## src/hdl/ssf_consts.svh

```systemverilog
// constants for the synchronous serial frame sequencer
// How it works
// - polarity 0 phase 1 idle: clock low, select high, output low; master drives clock
// - phase 1: select falls, half period later data and first clock edge
// - polarity 0 phase 1: sample on falling edges, change on rising edges
// - single word: select rises one full clock period after last capture
// - phase 1 back-to-back words keep select low until the last bit
// - polarity 1 idle: clock high, select high, output low
// - phase 0: slave drives at once, master data half later, edge half later
// - phase 0 continuous: master pulses select high between words
// - polarity 1 phase 1: first edge falls, sample rising, change falling
// - half-duplex frame starts with an 8-bit control word, nothing received meanwhile
// - half-duplex idle: clock low, select high, output low
// - select falling loads the control byte and puts its top bit out
// - half-duplex select stays low all frame; receive line idle during control
// - peer latches control on rising, drives reply on falling; we latch on rising
// - single half-duplex frame: select rises one period after last reply bit, word stored
// - continuous half-duplex: next control follows, word stored on following falling edge
// - half-duplex slave samples first bit on first rising edge after select falls
// - polarity sets idle clock level; phase 0 samples first edge, phase 1 second
// - words are 4 to 16 bits, sent most significant bit first
// - format codes: 00 spi-style, 10 half-duplex; 01 pulsed and 11 reserved never start a frame
`ifndef SSF_CONSTS_SVH
`define SSF_CONSTS_SVH
`define SSF_WORD_W 16
`define SSF_FMT_SPI 2'b00
`define SSF_FMT_PULSE 2'b01
`define SSF_FMT_HALF 2'b10
`define SSF_SIZE_MIN 4'h3
`define SSF_CTRL_EDGES 6'h10
`define SSF_REPLY_BASE 6'h11
`define SSF_HALF_CYCLES 8'h04
`define SSF_TAIL_LAST 6'h01
`endif

```

## src/hdl/ssf_pkg.sv

```systemverilog
// types of the synchronous serial frame sequencer
package ssf_pkg;
    typedef enum logic [1:0] {
        SSF_IDLE = 2'b00,
        SSF_SETUP = 2'b01,
        SSF_XFER = 2'b10,
        SSF_TAIL = 2'b11
    } ssf_state_type;

    typedef struct packed {
        ssf_state_type st;
        logic [7:0] div;
        logic sclk;
        logic fss;
        logic drive;
        logic sout;
        logic [5:0] kcnt;
        logic [15:0] tx_sh;
        logic [15:0] rx_sh;
        logic pend;
        logic sclk_prev;
        logic rx_valid;
        logic [15:0] rx_data;
    } ssf_regs_type;
endpackage

```

## src/hdl/ssf_port.sv

```systemverilog
// frame sequencer for the synchronous serial port, master or slave
`timescale 1ns/10ps
`include "ssf_consts.svh"
module ssf_port #(
    parameter logic [7:0] HALF_CYCLES = `SSF_HALF_CYCLES
) (
    input wire logic sys_clk,
    input wire logic rst_n,
    input wire logic ce,
    input wire logic enable,
    input wire logic is_master,
    input wire logic clock_polarity_bit,
    input wire logic clock_phase_bit,
    input wire logic [1:0] frame_format_field,
    input wire logic [3:0] word_size_field,
    input wire logic tx_valid,
    input wire logic [15:0] tx_data,
    output logic tx_ready,
    output logic rx_valid,
    output logic [15:0] rx_data,
    output logic busy,
    input wire logic port_serial_clock_in,
    output logic port_serial_clock_out,
    output logic port_serial_clock_oe,
    input wire logic frame_select_line_in,
    output logic frame_select_line_out,
    output logic frame_select_line_oe,
    output logic serial_out_line,
    output logic serial_out_line_oe,
    input wire logic serial_in_line
);
    import ssf_pkg::*;

    localparam ssf_regs_type RST = '{
        st: SSF_IDLE, div: 8'h00, sclk: 1'b0, fss: 1'b1, drive: 1'b0, sout: 1'b0,
        kcnt: 6'h00, tx_sh: 16'h0000, rx_sh: 16'h0000, pend: 1'b0, sclk_prev: 1'b0,
        rx_valid: 1'b0, rx_data: 16'h0000
    };

    ssf_regs_type r;
    ssf_regs_type n;
    logic [2:0] pins_s;
    logic sclk_s;
    logic fss_s;
    logic sin_s;
    logic half_fmt;
    logic spi_fmt;
    logic cpol;
    logic [4:0] nbits;
    logic size_ok;
    logic tick;
    logic edge_now;
    logic load;
    logic [2:0] role;
    logic [5:0] k;

    // pins cross into the system clock before anything looks at them
    ssf_sync #(.W(3)) u_sync (
        .sys_clk(sys_clk),
        .rst_n(rst_n),
        .ce(ce),
        .d_in({port_serial_clock_in, frame_select_line_in, serial_in_line}),
        .q_out(pins_s)
    );

    assign sclk_s = pins_s[2];
    assign fss_s = pins_s[1];
    assign sin_s = pins_s[0];

    // role of clock edge k in a frame: {sample, shift, last sample}
    function automatic logic [2:0] edge_role(input logic hd, input logic ph, input logic slv,
                                             input logic [5:0] kk, input logic [4:0] nb);
        logic [5:0] twice;
        logic smp;
        logic shf;
        logic lst;
        twice = {nb, 1'b0};
        smp = kk[0];
        shf = !kk[0];
        lst = (kk == twice - 6'h01);
        if (hd && !slv) begin
            shf = !kk[0] && (kk <= `SSF_CTRL_EDGES);
            smp = kk[0] && (kk > `SSF_REPLY_BASE);
            lst = (kk == `SSF_REPLY_BASE + twice);
        end else if (!hd && ph) begin
            smp = !kk[0];
            shf = kk[0] && (kk != 6'h01);
            lst = (kk == twice);
        end
        return {smp, shf, lst};
    endfunction

    function automatic logic [15:0] align_word(input logic [15:0] d, input logic [4:0] nb);
        logic [4:0] sh;
        sh = 5'h10 - nb;
        return d << sh;
    endfunction

    always_comb begin
        half_fmt = (frame_format_field == `SSF_FMT_HALF);
        spi_fmt = (frame_format_field == `SSF_FMT_SPI);
        cpol = clock_polarity_bit && !half_fmt;
        nbits = {1'b0, word_size_field} + 5'h01;
        size_ok = (word_size_field >= `SSF_SIZE_MIN);
        tick = (r.div == HALF_CYCLES - 8'h01);
        n = r;
        n.rx_valid = 1'b0;
        n.sclk_prev = sclk_s;
        n.div = tick ? 8'h00 : r.div + 8'h01;
        load = 1'b0;
        edge_now = 1'b0;
        role = 3'b000;
        k = r.kcnt + 6'h01;
        unique case (r.st)
            SSF_IDLE: begin
                n.sclk = cpol;
                n.fss = 1'b1;
                n.drive = 1'b0;
                n.kcnt = 6'h00;
                n.pend = 1'b0;
                if (enable && size_ok && (spi_fmt || half_fmt)) begin
                    if (is_master && tick && tx_valid) begin
                        load = 1'b1;
                        n.fss = 1'b0;
                        n.st = SSF_SETUP;
                        n.drive = half_fmt;
                        n.rx_sh = 16'h0000;
                    end else if (!is_master && !fss_s) begin
                        load = 1'b1;
                        n.st = SSF_XFER;
                        n.drive = !clock_phase_bit || half_fmt;
                        n.rx_sh = 16'h0000;
                    end
                end
            end
            SSF_SETUP: begin
                if (tick) begin
                    if (r.sclk != cpol) begin
                        n.sclk = cpol;
                        n.rx_valid = r.pend;
                        n.rx_data = r.rx_sh;
                        n.pend = 1'b0;
                        n.rx_sh = 16'h0000;
                    end else if (spi_fmt && !clock_phase_bit && !r.drive) begin
                        n.drive = 1'b1;
                    end else begin
                        n.st = SSF_XFER;
                        edge_now = 1'b1;
                    end
                end
            end
            SSF_XFER: begin
                if (is_master) begin
                    edge_now = tick;
                end else begin
                    edge_now = (sclk_s != r.sclk_prev);
                end
            end
            SSF_TAIL: begin
                if (tick) begin
                    n.sclk = cpol;
                    n.kcnt = r.kcnt + 6'h01;
                    if (r.kcnt == `SSF_TAIL_LAST) begin
                        n.fss = 1'b1;
                        n.st = SSF_IDLE;
                        n.drive = 1'b0;
                        n.div = 8'h00;
                        n.rx_valid = r.pend;
                        n.rx_data = r.rx_sh;
                        n.pend = 1'b0;
                    end
                end
            end
        endcase

        if (edge_now) begin
            n.kcnt = k;
            if (is_master) begin
                n.sclk = !r.sclk;
            end
            role = edge_role(half_fmt, clock_phase_bit, !is_master, k, nbits);
            if (spi_fmt && clock_phase_bit && k == 6'h01) begin
                n.drive = 1'b1;
            end
            if (role[1]) begin
                n.tx_sh = {r.tx_sh[14:0], 1'b0};
            end
            if (role[2]) begin
                n.rx_sh = {r.rx_sh[14:0], sin_s};
            end
            if (role[0]) begin
                n.kcnt = 6'h00;
                if (!is_master) begin
                    n.rx_valid = 1'b1;
                    n.rx_data = n.rx_sh;
                    n.rx_sh = 16'h0000;
                    load = 1'b1;
                    n.drive = !clock_phase_bit || half_fmt;
                end else if (half_fmt) begin
                    n.pend = 1'b1;
                    if (enable && tx_valid) begin
                        load = 1'b1;
                        n.st = SSF_SETUP;
                    end else begin
                        n.st = SSF_TAIL;
                    end
                end else begin
                    n.rx_valid = 1'b1;
                    n.rx_data = n.rx_sh;
                    n.rx_sh = 16'h0000;
                    if (clock_phase_bit && enable && tx_valid) begin
                        load = 1'b1;
                    end else begin
                        n.st = SSF_TAIL;
                    end
                end
            end
        end

        // a slave frame ends when the master lifts select; disabling aborts a frame
        if ((r.st != SSF_IDLE) && (!enable || (!is_master && fss_s))) begin
            n.st = SSF_IDLE;
            n.fss = 1'b1;
            n.drive = 1'b0;
            n.pend = 1'b0;
            n.div = 8'h00;
        end

        if (load) begin
            if (!tx_valid) begin
                n.tx_sh = 16'h0000;
            end else if (half_fmt) begin
                n.tx_sh = {tx_data[7:0], 8'h00};
            end else begin
                n.tx_sh = align_word(tx_data, nbits);
            end
        end
        n.sout = n.drive && n.tx_sh[15];
        // a word loaded on a phase 1 capture edge goes out one system clock later, keeping the peer's hold time
        if (edge_now && role[0] && load && spi_fmt && clock_phase_bit) begin
            n.sout = r.sout;
        end
        tx_ready = load && tx_valid;
    end

    always_ff @(posedge sys_clk) begin
        if (!rst_n) begin
            r <= RST;
        end else if (ce) begin
            r <= n;
        end
    end

    assign rx_valid = r.rx_valid;
    assign rx_data = r.rx_data;
    assign busy = (r.st != SSF_IDLE);
    assign port_serial_clock_out = r.sclk;
    assign port_serial_clock_oe = is_master;
    assign frame_select_line_out = r.fss;
    assign frame_select_line_oe = is_master;
    // slave output only while selected, so several slaves may share the line
    assign serial_out_line = r.sout;
    assign serial_out_line_oe = is_master ? enable : (r.st != SSF_IDLE);
endmodule

```

## src/hdl/ssf_sync.sv

```systemverilog
// two-stage synchroniser for pin inputs
`timescale 1ns/10ps
module ssf_sync #(
    parameter int W = 3
) (
    input wire logic sys_clk,
    input wire logic rst_n,
    input wire logic ce,
    input wire logic [W-1:0] d_in,
    output logic [W-1:0] q_out
);
    logic [1:0][W-1:0] stage_r;
    logic [1:0][W-1:0] stage_nxt;

    // the first stage feeds only the second
    always_comb begin
        stage_nxt = {stage_r[0], d_in};
    end

    always_ff @(posedge sys_clk) begin
        if (!rst_n) begin
            stage_r <= '0;
        end else if (ce) begin
            stage_r <= stage_nxt;
        end
    end

    assign q_out = stage_r[1];
endmodule

```

## config.mk

```make
export PLATFORM = sky130hd
export DESIGN_NAME = ssf_port
export DESIGN_NICKNAME = d
export VERILOG_FILES = /design/src/hdl/ssf_pkg.sv /design/src/hdl/ssf_port.sv /design/src/hdl/ssf_sync.sv
export VERILOG_INCLUDE_DIRS = /design/src /design/src/hdl
export SDC_FILE = /design/constraint.sdc
export NUM_CORES = 1
export LEC_CHECK = 0
export ABC_AREA = 1
export BUFFER_PORTS_ARGS = -buffer_cell sky130_fd_sc_hd__buf_2
export CAP_MARGIN = 10
export CORE_MARGIN = 2
export CORE_UTILIZATION = 55
export CTS_CLUSTER_SIZE = 10
export DETAILED_ROUTE_END_ITERATION = 16
export PLACE_DENSITY = 0.77
export SETUP_SLACK_MARGIN = 0.3
export SLEW_MARGIN = 20
export SYNTH_ARGS = -nofsm -noshare
export SYNTH_HDL_FRONTEND = slang
export SYNTH_SLANG_ARGS = --single-unit
```

## constraint.sdc

```tcl
create_clock -name sys_clk -period 5.6 [get_ports sys_clk]
set_input_delay 0.28 -clock sys_clk [delete_from_list [all_inputs] [get_ports sys_clk]]
set_output_delay 0.28 -clock sys_clk [all_outputs]
set_load 0.005 [all_outputs]
```

Yosys cells after proc, flatten, opt, wreduce, memory -nomap -nowiden
Index checks and enable logic that the tools add are counted.
{ "op_classes": {"n_div": 0, "n_eq_ne": 16, "bitwise": 1, "n_shift": 1, "addsub": 6, "n_mux": 97, "mul": 0, "n_lt_le_gt_ge": 3, "reduce_logical": 48} }
{ "op_table": {"columns": ["operator", "count"], "rows": [
  ["$mux W17", 11],
  ["$mux W16", 10],
  ["$mux W1", 44],
  ["$mux W39", 1],
  ["$pmux W17 S2", 1],
  ["$pmux W16 S2", 1],
  ["$mux W2", 15],
  ["$logic_and A1 B1 Y1", 26],
  ["$mux W10", 2],
  ["$eq A6 B6 Y1", 3],
  ["$mux W8", 2],
  ["$shl A16 B5 Y16", 1],
  ["$mux W13", 1],
  ["$eq A6 B1 Y1 const B", 2],
  ["$mux W6", 2],
  ["$pmux W6 S2", 1],
  ["$ne A3 B3 Y1 const B", 3],
  ["$pmux W1 S3", 3],
  ["$add A8 B1 Y8 const B", 1],
  ["$eq A8 B2 Y1 const B", 1],
  ["$logic_not A1 Y1", 8],
  ["$add A5 B6 Y6 const A", 1],
  ["$add A6 B1 Y6 const B", 1],
  ["$eq A2 B2 Y1 const B", 3],
  ["19 further kinds", 28]
]} }
{ "word_totals": {"mem_count": 0, "register_bits": 77, "elab_cells": 188, "out_inout_bits": 25, "ram_bits": 0, "latch_bits": 0, "mem_bits_ro": 0, "input_bits": 33} }

Depth between registers and ports, before layout
Gate-level depths: netlist (run 1).
{ "depth": {"depth_word": 16, "depth_mapped": 20, "depth_no_buf": 20} }

Modules after synthesis
A second synthesis (run 1) with hierarchy kept.
{ "hier_totals": {"cells_unflattened": 1011, "area_unflattened_um2": 6049.6} }
{ "modules_own_cells": {"columns": ["module", "cells_each", "n_inst", "seq_area_each_um2", "area_each_um2"], "rows": [
  ["ssf_port", 974, 1, 1421.4, 5793.1],
  ["ssf_sync", 37, 1, 120.1, 256.5]
]} }

Worst setup path before layout (run 1)
OpenSTA, ideal clock, no wires.
{ "synth_timing": {"path_type": "register to register", "from": "register r[52] in the netlist's numbering", "to": "register r[39] in the netlist's numbering", "synth_period_minus_slack_ns": 2.225, "t_required_ns": 5.489, "arrival_time_ns": 2.113, "n_path_buf": 2, "path_slack_ns": 3.375, "stages_incl_launch_ff": 18, "setup_time_ns": 0.111, "path_cell_list": "dfxtp_1 -> ha_1 -> xor2_2 -> nand2_1 -> nand2_1 -> nand2_1 -> nand2_1 -> nand2_1 -> nor2_1 -> nand2_2 -> nor2_8 -> nand4_4 -> nand3_2 -> nand3_1 -> buf_2 -> buf_6 -> nor2_1 -> nor2_1"} }
{ "synth_via": {"elab_chain_cells": 9, "word_cells_on_any_way": 20, "classes_between": "1 x add/sub; 1 x order compare; 4 x eq/ne; 9 x mux; 5 x reduce/logical"} }
{ "synth_lines": {"columns": ["element", "line", "rtl"], "rows": [
  ["start, declared", "ssf_port.sv:40", "ssf_regs_type r;"],
  ["start signal, assigned", "ssf_port.sv:250", "r <= n;"],
  ["$add A6 B1 Y6 (*)", "ssf_port.sv:113", "k = r.kcnt + 6'h01;"],
  ["$eq A6 B6 Y1, on equally long branches", "ssf_port.sv:80, ssf_port.sv:88", null],
  ["$mux W1", "ssf_port.sv:85", "end else if (!hd && ph) begin"],
  ["$mux W1", "ssf_port.sv:81", "if (hd && !slv) begin"],
  ["$mux W1", "ssf_port.sv:176", "if (edge_now) begin"],
  ["$mux W1", "ssf_port.sv:191", "if (role[0]) begin"],
  ["$mux W1", "ssf_port.sv:176", null],
  ["$reduce_bool A2 Y1 (no source line)", null, null],
  ["$reduce_and A3 Y1 (no source line)", null, null]
]} }
Mark *: on every way between the ends. The rest lies on a longest branch, timed or not. The select of a mux whose other input is x is not followed.
A chain may end at the register's enable or synchronous reset.

Worst setup path in the final report (run 1)
{ "layout_timing": {"from": "register r[61] in the netlist's numbering", "to": "output tx_ready"} }
{ "layout_via": {"elab_chain_cells": 12, "word_cells_on_any_way": 16, "classes_between": "1 x eq/ne; 12 x mux; 3 x reduce/logical"} }
{ "layout_lines": {"columns": ["element", "line", "rtl"], "rows": [
  ["$eq A8 B2 Y1 (*)", "ssf_port.sv:105", "tick = (r.div == HALF_CYCLES - 8'h01);"],
  ["$logic_and A1 B1 Y1 (2 in a row)", "ssf_port.sv:122", "if (is_master && tick && tx_valid) begin"],
  ["$mux W1", "ssf_port.sv:122", null],
  ["$mux W1", "ssf_port.sv:121", "if (enable && size_ok && (spi_fmt || half_fmt)) begin"],
  ["$mux W1", "ssf_port.sv:114", "unique case (r.st)"],
  ["$mux W1, on equally long branches", "ssf_port.sv:211, ssf_port.sv:201", null],
  ["$mux W1", "ssf_port.sv:199", "end else if (half_fmt) begin"],
  ["$mux W1", "ssf_port.sv:193", "if (!is_master) begin"],
  ["$mux W1", "ssf_port.sv:191", null],
  ["$mux W1 (*)", "ssf_port.sv:176", null],
  ["$logic_and A1 B1 Y1 (*)", "ssf_port.sv:243", "tx_ready = load && tx_valid;"],
  ["end, declared", "ssf_port.sv:18", "output logic tx_ready,"]
]} }
Mark *: on every way between the ends. The rest lies on a longest branch, timed or not.

==> flow_summary.json, run 1 <==
{
  "die_h_um": 108,
  "synth_nets": 1006,
  "clock_latency_ns": 0.36,
  "async_flop_share": 0,
  "numCtsBuffers": 9,
  "drive_gt1_frac": 0.128,
  "power_density_nw_per_um2": 210,
  "p_leak_nw": 2.90,
  "drt-initial-drc-count": 497,
  "areaGrowthSynthToFinish_pct": 5.01,
  "avgViaCountPerCell": 5.45,
  "grt_max_degree": 56,
  "criticalPathCategory": "flip-flop to primary output",
  "cp-start-kind": "flip-flop",
  "hold_class": "input port to flip-flop",
  "grt_pass1_wl_mm": 24.6,
  "wl_per_cell_um": 12.9,
  "synth_area_um2": 5940,
  "vias": 6003,
  "synth_cells": 961,
  "drc": 0,
  "row_count": 37,
  "cts_tree": "yes",
  "antennaDiodeCount": 0,
  "worst_pin_slew_ns": 1.03,
  "finalHoldViolations": 0,
  "antenna_left": 0,
  "fmax_mhz": 307,
  "required_ns": 5.32,
  "port_buffers": 57,
  "initial_core_util": 0.571,
  "nNetsFinal": 1007,
  "drt-total-wl_mm": 14.2,
  "cts-resized-gates": 0,
  "yosysSeqAreaShare": 0.259,
  "antenna_found_initial": 0,
  "ctsHtreeMaxLevel": 3,
  "synth_ff_type": "dfxtp_1",
  "cts_max_path_buffers": 2,
  "ys_ff_latch": 77,
  "outcome": "complete, no violations",
  "ioPinCount": 58,
  "place_area_um2": 6030,
  "power.total_w": 0.00131,
  "dp_slack_ns": 2.33,
  "fin_crit_ns": 3.26,
  "routabilityCongestion": 0.889,
  "rsz0062_at_grt": "false",
  "slew_headroom": 0.314,
  "drt_pass1_iterations": 5,
  "die_x_um": 108,
  "core_um2": 10400,
  "stdcell_area_um2": 6240,
  "cts_sinks": 77,
  "fin_tns_setup_ns": 0,
  "clkTransAtPathRegs_ns": 0.08,
  "fin_ws_ns": 2.34,
  "cts_setup_buffers": 0,
  "clockRootBuffer": "clkbuf_8",
  "synth_cell_types": 44,
  "regArea_um2": 1540,
  "final_max_slew_viol_count": 0,
  "multi_input_area_um2": 3680,
  "critPathCaptureType": "primary output",
  "ys_warn_count": 0,
  "drv_cap": 0,
  "dpl.hpwl_mm": 9.92,
  "groute.usage.overall": 0.256,
  "critical_path.max_fanout": 22,
  "timing.final.crit_share": 0.583,
  "ctsHoldBuffers": 0,
  "grt_overflow": 0,
  "whs_ns": 0.145,
  "die_area_um2": 11700,
  "syn_area_per_cell_um2": 6.18,
  "ir_drop_v": 0.000145,
  "critPathArrivalTime_ns": 2.98,
  "synth-edff-count": 0,
  "setup_viol": 0,
  "grt_pass1_vias": 5407,
  "skew_ns": 0.00867,
  "n_fill_cell": 1049
}
-- registers in the layout, summed over array words and instances, names as in the netlist --
register               flops
rx_data                   16
r                         51
frame_select_line_out      1
serial_out_line            1
u_sync.q_out               3
port_serial_clock_out      1
u_sync.stage_nxt           3
rx_valid                   1
-- worst max-delay path, stage by stage, from the launching register on --
cell and delay, ns:
dfxtp_1 0.37, ha_1 0.20, nand2_1 0.10, nor2_4 0.20, inv_2 0.08, nor2_2 0.15, nand3_1 0.12, nand2_1 0.10
nand2_2 0.26, clkinv_2 0.22, nand4_4 0.14, nand2_2 0.21, inv_2 0.18, nor2_4 0.16, buf_2 0.13
-- stage by stage --
step	util	cells
2_1_floorplan	-	961
3_3_place_gp	0.579	1087
3_5_place_dp	0.579	1087
4_1_cts	0.599	1102
5_1_grt	0.599	1102
6_report	0.599	1102
-- path summary, 6_finish.rpt --
check / start / depth (start not counted) / slack [ns] / end
worst max-delay path: r[61]$_SDFFE_PN0P_ / 14 / 2.34 / tx_ready
worst min-delay path: serial_in_line / 3 / 0.14 / u_sync.stage_nxt[3]$_SDFFE_PN0P_
worst max register to register: r[61]$_SDFFE_PN0P_ / 15 / 2.37 / r[49]$_SDFFE_PN0P_
worst min register to register: rx_data[11]$_SDFFE_PN0P_ / 2 / 0.48 / rx_data[11]$_SDFFE_PN0P_
-- per-layer routing --
metal | wire length [um] | up-vias | track usage
met5 | 0 | - | 0
met4 | 234 | 0 | 0.0788
met3 | 735 | 24 | 0.0518
met2 | 6570 | 143 | 0.420
met1 | 6630 | 2697 | 0.341
li1 | - | 3139 | -
-- cells in the mapped netlist (2+ instances only) --
cell type | instances | share of area
nor2_4 | 5 | 0.0095
xnor2_1 | 4 | 0.0059
nor2_1 | 111 | 0.070
a22oi_1 | 16 | 0.020
buf_1 | 3 | 0.0019
xor2_2 | 4 | 0.011
or2_2 | 3 | 0.0032
o211ai_1 | 12 | 0.015
nand2_2 | 9 | 0.0095
nor3_1 | 6 | 0.0051
nand3_1 | 90 | 0.076
o21ai_1 | 4 | 0.0034
a211oi_1 | 2 | 0.0025
buf_6 | 4 | 0.0076
nand2_4 | 2 | 0.0038
inv_1 | 77 | 0.049
dfxtp_1 | 77 | 0.26
clkbuf_1 | 26 | 0.016
a31oi_1 | 18 | 0.019
a21oi_1 | 61 | 0.051
nand2_1 | 259 | 0.16
o211ai_2 | 9 | 0.019
o21ai_0 | 74 | 0.062
nand3_2 | 4 | 0.0067
inv_2 | 6 | 0.0038
nand3_4 | 2 | 0.0059
nor2_2 | 2 | 0.0021
buf_2 | 15 | 0.013
buf_4 | 23 | 0.029
o2111ai_1 | 2 | 0.0029
mux2i_1 | 2 | 0.0034
xor2_1 | 3 | 0.0044
nand4_1 | 4 | 0.0042
ha_1 | 12 | 0.025
-- report_power, final --
| group | switching (W) | internal [W] | total, W |
|---|---|---|---|
| sequential | 0.0000162 | 0.000563 | 0.000579 |
| combinational | 0.000178 | 0.0000842 | 0.000262 |
| clock | 0.000207 | 0.000260 | 0.000467 |
| total | 0.000401 | 0.000908 | 0.00131 |
-- area by class of cell --
class,count,share of cell area
clock inverters,4,0.0116
inverters,85,0.0513
well taps,136,0.0273
repair buffers,61,0.0505
multi-input cells,728,0.590
flip-flops and latches,77,0.247
clock buffers,11,0.0227
-- layout by cell type, fill, tap and decap left out, types with 3 or more instances in the layout --
cell / Yosys / routed
nand3_1: 90 / 90
nor2_1: 111 / 111
nand2_2: 9 / 9
ha_1: 12 / 12
nand4_1: 4 / 4
inv_1: 77 / 77
a31oi_1: 18 / 18
buf_2: 15 / 57
nand3_2: 4 / 4
a22oi_1: 16 / 16
dfxtp_1: 77 / 77
inv_2: 6 / 6
xor2_2: 4 / 4
o211ai_1: 12 / 12
nor3_1: 6 / 6
or2_2: 3 / 3
o21ai_1: 4 / 4
a21oi_1: 61 / 61
xnor2_1: 4 / 4
xor2_1: 3 / 3
o21ai_0: 74 / 74
o211ai_2: 9 / 9
clkbuf_8: 0 / 10
nor2_4: 5 / 5
buf_4: 23 / 4
nand2_1: 259 / 259
-- logic make-up after synthesis --
logic type / Yosys count / synth area share
fa+ha+maj: 12 / 0.0253
compound gates: 201 / 0.199
flops: 77 / 0.259
simple gates: 502 / 0.370
mux: 2 / 0.00337
xor+xnor: 11 / 0.0213
buf+inv: 156 / 0.121
Power figures use the tool's default switching activity.
==> inputs of run 2 (changes only) <==
--- a/config.mk
+++ b/config.mk
@@ -13,7 +13,7 @@
 export CORE_UTILIZATION = 55
 export CTS_CLUSTER_SIZE = 10
 export DETAILED_ROUTE_END_ITERATION = 16
-export PLACE_DENSITY = 0.77
+export PLACE_DENSITY = 0.8
 export SETUP_SLACK_MARGIN = 0.3
 export SLEW_MARGIN = 20
 export SYNTH_ARGS = -nofsm -noshare
==> constraint.sdc (replaced) <==
create_clock -name sys_clk -period 2.7 [get_ports sys_clk]
set_input_delay 0.135 -clock sys_clk [delete_from_list [all_inputs] [get_ports sys_clk]]
set_output_delay 0.135 -clock sys_clk [all_outputs]
set_load 0.005 [all_outputs]
==> flow_summary.json, run 2 (synthesized netlist as in run 1, its figures left out) <==
{
  "outcome": "complete, no violations",
  "rsz0062_at_grt": "true",
  "grt_pass1_wl_mm": 25.0,
  "critPathArrivalTime_ns": 2.67,
  "grt_max_degree": 68,
  "ioPinCount": 58,
  "critPathCaptureType": "flip-flop",
  "antennaDiodeCount": 0,
  "avgViaCountPerCell": 5.59,
  "clkTransAtPathRegs_ns": 0.08,
  "utilization": 0.653,
  "initial_core_util": 0.571,
  "die_area_um2": 11700,
  "fmax_mhz": 420,
  "fin_crit_ns": 2.38,
  "cts_max_path_buffers": 2,
  "dpl.hpwl_mm": 10.2,
  "die_h_um": 108,
  "regArea_um2": 1560,
  "slowest_delay_ns": 0.36,
  "areaGrowthSynthToFinish_pct": 14.5,
  "ir_drop_v": 0.000274,
  "top_register": "r",
  "drt-total-wl_mm": 15.5,
  "setup_viol": 0,
  "layout_common_cells": "253 x nand2_1, 102 x nor2_1, 84 x nand3_1",
  "fin_tns_setup_ns": 0,
  "row_count": 37,
  "power_density_nw_per_um2": 379,
  "multi_input_area_um2": 3880,
  "routabilityCongestion": 0.981,
  "worstPathCellList": "buf_6, buf_4, nand3_2, xor2_4, inv_1, nor2_1, o21ai_0, nand2_1, nand2_1, nand2_1, buf_12, nor2_1, a21oi_1, o211ai_2, a21oi_1",
  "drv_cap": 0,
  "worst_pin_slew_ns": 0.742,
  "required_ns": 2.99,
  "criticalPathCategory": "flip-flop to flip-flop",
  "timing.final.crit_share": 0.883,
  "drc": 0,
  "wl_per_cell_um": 13.6,
  "grt_overflow": 0,
  "finalHoldViolations": 0,
  "grt_pass1_vias": 5506,
  "clock_latency_ns": 0.37,
  "antenna_left": 0,
  "numCtsBuffers": 9,
  "whs_ns": 0.00111,
  "nNetsFinal": 1045,
  "post-place-cells": 1106,
  "power.total_w": 0.00258,
  "drive_gt1_frac": 0.196,
  "clockRootBuffer": "clkbuf_8",
  "slew_headroom": 0.505,
  "crit_top_cell": "nand2_1",
  "skew_ns": 0.0147,
  "p_leak_nw": 3.13,
  "cts_tree": "yes",
  "n_fill_cell": 953,
  "ctsHtreeMaxLevel": 3,
  "layout_commonest_cell": "nand2_1",
  "groute.usage.overall": 0.262,
  "critical_path.max_fanout": 32,
  "cts_sinks": 77,
  "final_max_slew_viol_count": 0,
  "antenna_found_initial": 0,
  "stdcell_count": 1140,
  "cp-start-kind": "flip-flop",
  "core_um2": 10400,
  "drt-initial-drc-count": 512,
  "hold_class": "input port to flip-flop",
  "die_x_um": 108,
  "drt_pass1_iterations": 5,
  "worst_path_max_delay_cell": "dfxtp_2",
  "port_buffers": 57,
  "largest_reg_flops": 51,
  "vias": 6370
}
==> run 2: cell type report <==
type	count	share of cell area
inverter	85	0.0498
multi-input combinational	729	0.571
clock inverter	5	0.00552
timing repair buffer	98	0.101
sequential	77	0.229
tap	136	0.0250
clock buffer	10	0.0188
==> run 2: worst max-delay path: cells and delay by family (launching register included) <==
| kind | cells | cell delay (ns) |
|---|---|---|
| XOR/XNOR | 1 | 0.24 |
| buffers and inverters | 4 | 0.50 |
| AO/OA/AOI/OAI | 4 | 0.62 |
| AND/OR/NAND/NOR | 6 | 0.58 |
| flip-flops | 1 | 0.36 |
==> run 2: worst paths after layout <==
| check | start | to | slack [ns] | cells after the start |
|---|---|---|---|---|
| worst min register to register | u_sync.stage_nxt[4]$_SDFFE_PN0P_ | u_sync.q_out[1]$_SDFFE_PN0P_ | 0.48 | 2 |
| worst min-delay path | serial_in_line | u_sync.stage_nxt[3]$_SDFFE_PN0P_ | 0.001 | 3 |
| worst max-delay path | r[52]$_SDFFE_PN0P_ | rx_data[15]$_SDFFE_PN0P_ | 0.32 | 15 |
| worst max register to register | r[52]$_SDFFE_PN0P_ | rx_data[15]$_SDFFE_PN0P_ | 0.32 | 15 |
==> run 2: timing repair <==
item	CTS	global route
setup endpoints to repair	17	42
pin swaps	7	30
buffers inserted	7	6
cloned	0	4
hold buffers	2	0
gates resized for setup	19	49
hold endpoints to repair	2	0
==> run 2: power breakdown <==
| part | switching, W | internal (W) |
|---|---|---|
| registers | 0.0000342 | 0.00117 |
| logic | 0.000386 | 0.000205 |
| clock network | 0.000458 | 0.000332 |
==> run 2: stage by stage <==
stage / cell area, um^2 / worst slack [ns]
global placement: 6180 / 0.329
global route: 6810 / 0.171
finish: 6810 / 0.317
CTS: 6500 / 0.269
floorplan: 5940 / 0.475
detailed placement: 6180 / 0.257
==> run 2: routing by layer <==
metal	up-vias	GRT usage	wire length, um
li1	3225	-	-
met1	2924	0.341	6820
met2	188	0.441	7550
met3	33	0.0368	731
met4	0	0.0971	374
met5	-	0	0
==> inputs of run 3 (changes only) <==
--- a/config.mk
+++ b/config.mk
@@ -13,7 +13,7 @@
 export CORE_UTILIZATION = 55
 export CTS_CLUSTER_SIZE = 10
 export DETAILED_ROUTE_END_ITERATION = 16
-export PLACE_DENSITY = 0.8
+export PLACE_DENSITY = 0.77
 export SETUP_SLACK_MARGIN = 0.3
 export SLEW_MARGIN = 20
 export SYNTH_ARGS = -nofsm -noshare
==> constraint.sdc (replaced) <==
create_clock -name sys_clk -period 2.2 [get_ports sys_clk]
set_input_delay 0.11 -clock sys_clk [delete_from_list [all_inputs] [get_ports sys_clk]]
set_output_delay 0.11 -clock sys_clk [all_outputs]
set_load 0.005 [all_outputs]
==> flow_summary.json, run 3 (synthesized netlist as in run 1, its figures left out) <==
{
  "row_count": 37,
  "fin_ws_ns": -0.191,
  "rsz0062_at_grt": "true",
  "antenna_left": 0,
  "clock_latency_ns": 0.37,
  "worst_pin_slew_ns": 0.421,
  "rr_endpoint": "rx_data[0]$_SDFFE_PN0P_",
  "die_h_um": 108,
  "numCtsBuffers": 9,
  "antenna_found_initial": 0,
  "critPathCaptureType": "flip-flop",
  "n_fill_cell": 802,
  "nNetsFinal": 1104,
  "cp-start-kind": "flip-flop",
  "reg2reg_depth": 15,
  "cp-endpoint": "rx_data[0]$_SDFFE_PN0P_",
  "pwr-share-clk": 0.333,
  "p_leak_nw": 3.59,
  "reg2reg_slack_ns": -0.19,
  "largest_reg_flops": 51,
  "drt-total-wl_mm": 17.7,
  "timing.rr.start": "r[52]$_SDFFE_PN0P_",
  "seq_power_share": 0.408,
  "criticalPathCategory": "flip-flop to flip-flop",
  "hold_class": "input port to flip-flop",
  "die_x_um": 108,
  "clkTransAtPathRegs_ns": 0.08,
  "finalHoldViolations": 0,
  "fmax_mhz": 418,
  "outcome": "finished, violations left",
  "die_area_um2": 11700,
  "skew_ns": 0.0115,
  "dpl.hpwl_mm": 10.8,
  "timing.final.crit_share": 1.09,
  "top_register": "r",
  "power.switching_w": 0.00116,
  "drt-initial-drc-count": 585,
  "sw_frac_of_total": 0.320,
  "drt_pass1_iterations": 6,
  "routabilityCongestion": 0.930,
  "final_max_slew_viol_count": 0,
  "ir_drop_v": 0.000547,
  "comb_power_share": 0.259,
  "power_density_nw_per_um2": 461,
  "avgViaCountPerCell": 5.62,
  "dp_slack_ns": -0.110,
  "core_um2": 10400,
  "drc": 0,
  "violations": "setup timing",
  "critPathLaunch": "r[52]$_SDFFE_PN0P_",
  "grt_max_degree": 68,
  "areaGrowthSynthToFinish_pct": 31.6,
  "critPathArrivalTime_ns": 2.67,
  "grt_overflow": 0,
  "port_buffers": 57,
  "setup_viol": 37,
  "drv_cap": 0,
  "groute.usage.overall": 0.289,
  "utilization": 0.751,
  "critical_path.max_fanout": 8,
  "fin_tns_setup_ns": -2.22,
  "cts_max_path_buffers": 2,
  "layout_commonest_cell": "nand2_1",
  "vias": 6747,
  "slew_headroom": 0.719,
  "wl_per_cell_um": 14.8,
  "layout_common_cells": "228 x nand2_1, 100 x nor2_1, 77 x nand3_1",
  "cts_tree": "yes",
  "fin_crit_ns": 2.39,
  "drive_gt1_frac": 0.305,
  "ctsHtreeMaxLevel": 3,
  "grt_pass1_wl_mm": 27.3,
  "internal_power_w": 0.00245,
  "cts_sinks": 77,
  "required_ns": 2.48,
  "grt_pass1_vias": 5848,
  "initial_core_util": 0.571,
  "ioPinCount": 58,
  "clockRootBuffer": "clkbuf_8",
  "antennaDiodeCount": 0
}
-- run 3: metrics by stage --
step	hold slack, ns	instances	total power (W)	area [um^2]
global placement	0.334	1138	0.00223	6550
global route	0.174	1200	0.00376	7820
detailed placement	0.339	1138	0.00224	6550
floorplan	0.245	961	0.00202	6040
CTS	0.147	1189	0.00354	7410
finish	0.169	1200	0.00361	7820
-- run 3: worst min path at each step --
stage / end / depth (start not counted) / start / slack, ns
after floorplan: u_sync.stage_nxt[3]$_SDFFE_PN0P_ / 2 / serial_in_line / 0.24
after global placement: u_sync.stage_nxt[4]$_SDFFE_PN0P_ / 3 / frame_select_line_in / 0.33
after detailed placement: u_sync.stage_nxt[4]$_SDFFE_PN0P_ / 3 / frame_select_line_in / 0.34
after CTS: r[41]$_SDFFE_PN0P_ / 3 / rst_n / 0.15
after global routing: r[43]$_SDFFE_PN0P_ / 3 / rst_n / 0.17
final: r[47]$_SDFFE_PN0P_ / 3 / rst_n / 0.17
-- run 3: power by group through the flow --
| stage | registers [W] | clock network (W) | logic, W |
|---|---|---|---|
| 6_report | 0.00147 | 0.00120 | 0.000936 |
| 5_1_grt | 0.00148 | 0.00126 | 0.00102 |
| 4_1_cts | 0.00147 | 0.00121 | 0.000867 |
| 3_5_place_dp | 0.00150 | 0 | 0.000736 |
| 3_3_place_gp | 0.00150 | 0 | 0.000731 |
| 2_1_floorplan | 0.00150 | 0 | 0.000525 |
-- run 3: timing repair --
action	CTS	global route
pin swaps	28	37
cloned	3	4
hold buffers	3	0
gates resized for setup	86	73
endpoints found under the setup margin	62	69
buffers inserted	29	7
hold endpoints to repair	3	0
-- run 3: final cells by class --
| cell class | count | area, um^2 | share of cell area |
|---|---|---|---|
| clock buffers | 14 | 184 | 0.0235 |
| clock inverters | 2 | 37.5 | 0.00480 |
| inverters | 85 | 344 | 0.0440 |
| multi-input cells | 728 | 4210 | 0.538 |
| flip-flops and latches | 77 | 1570 | 0.200 |
| well taps | 136 | 170 | 0.0217 |
| repair buffers | 157 | 1300 | 0.166 |
| repair inverters | 1 | 11.3 | 0.00144 |
-- run 3: layer usage --
layer,GRT usage,vias to the layer above,share of wire
met4,0.120,0,0.028
met2,0.484,240,0.49
li1,-,3351,-
met5,0,-,0
met3,0.0410,44,0.058
met1,0.375,3112,0.42
-- run 3: critical path: stages, from the launching register on --
cell and delay, ns:
dfxtp_4 0.37, ha_4 0.20, buf_4 0.13, nand3_2 0.09, xor2_2 0.16, buf_4 0.15, inv_4 0.06, nand2_1 0.07
nand2_2 0.08, nand2_4 0.07, buf_6 0.13, buf_12 0.12, buf_16 0.15, a21oi_4 0.16, o211ai_1 0.14, a21oi_1 0.22
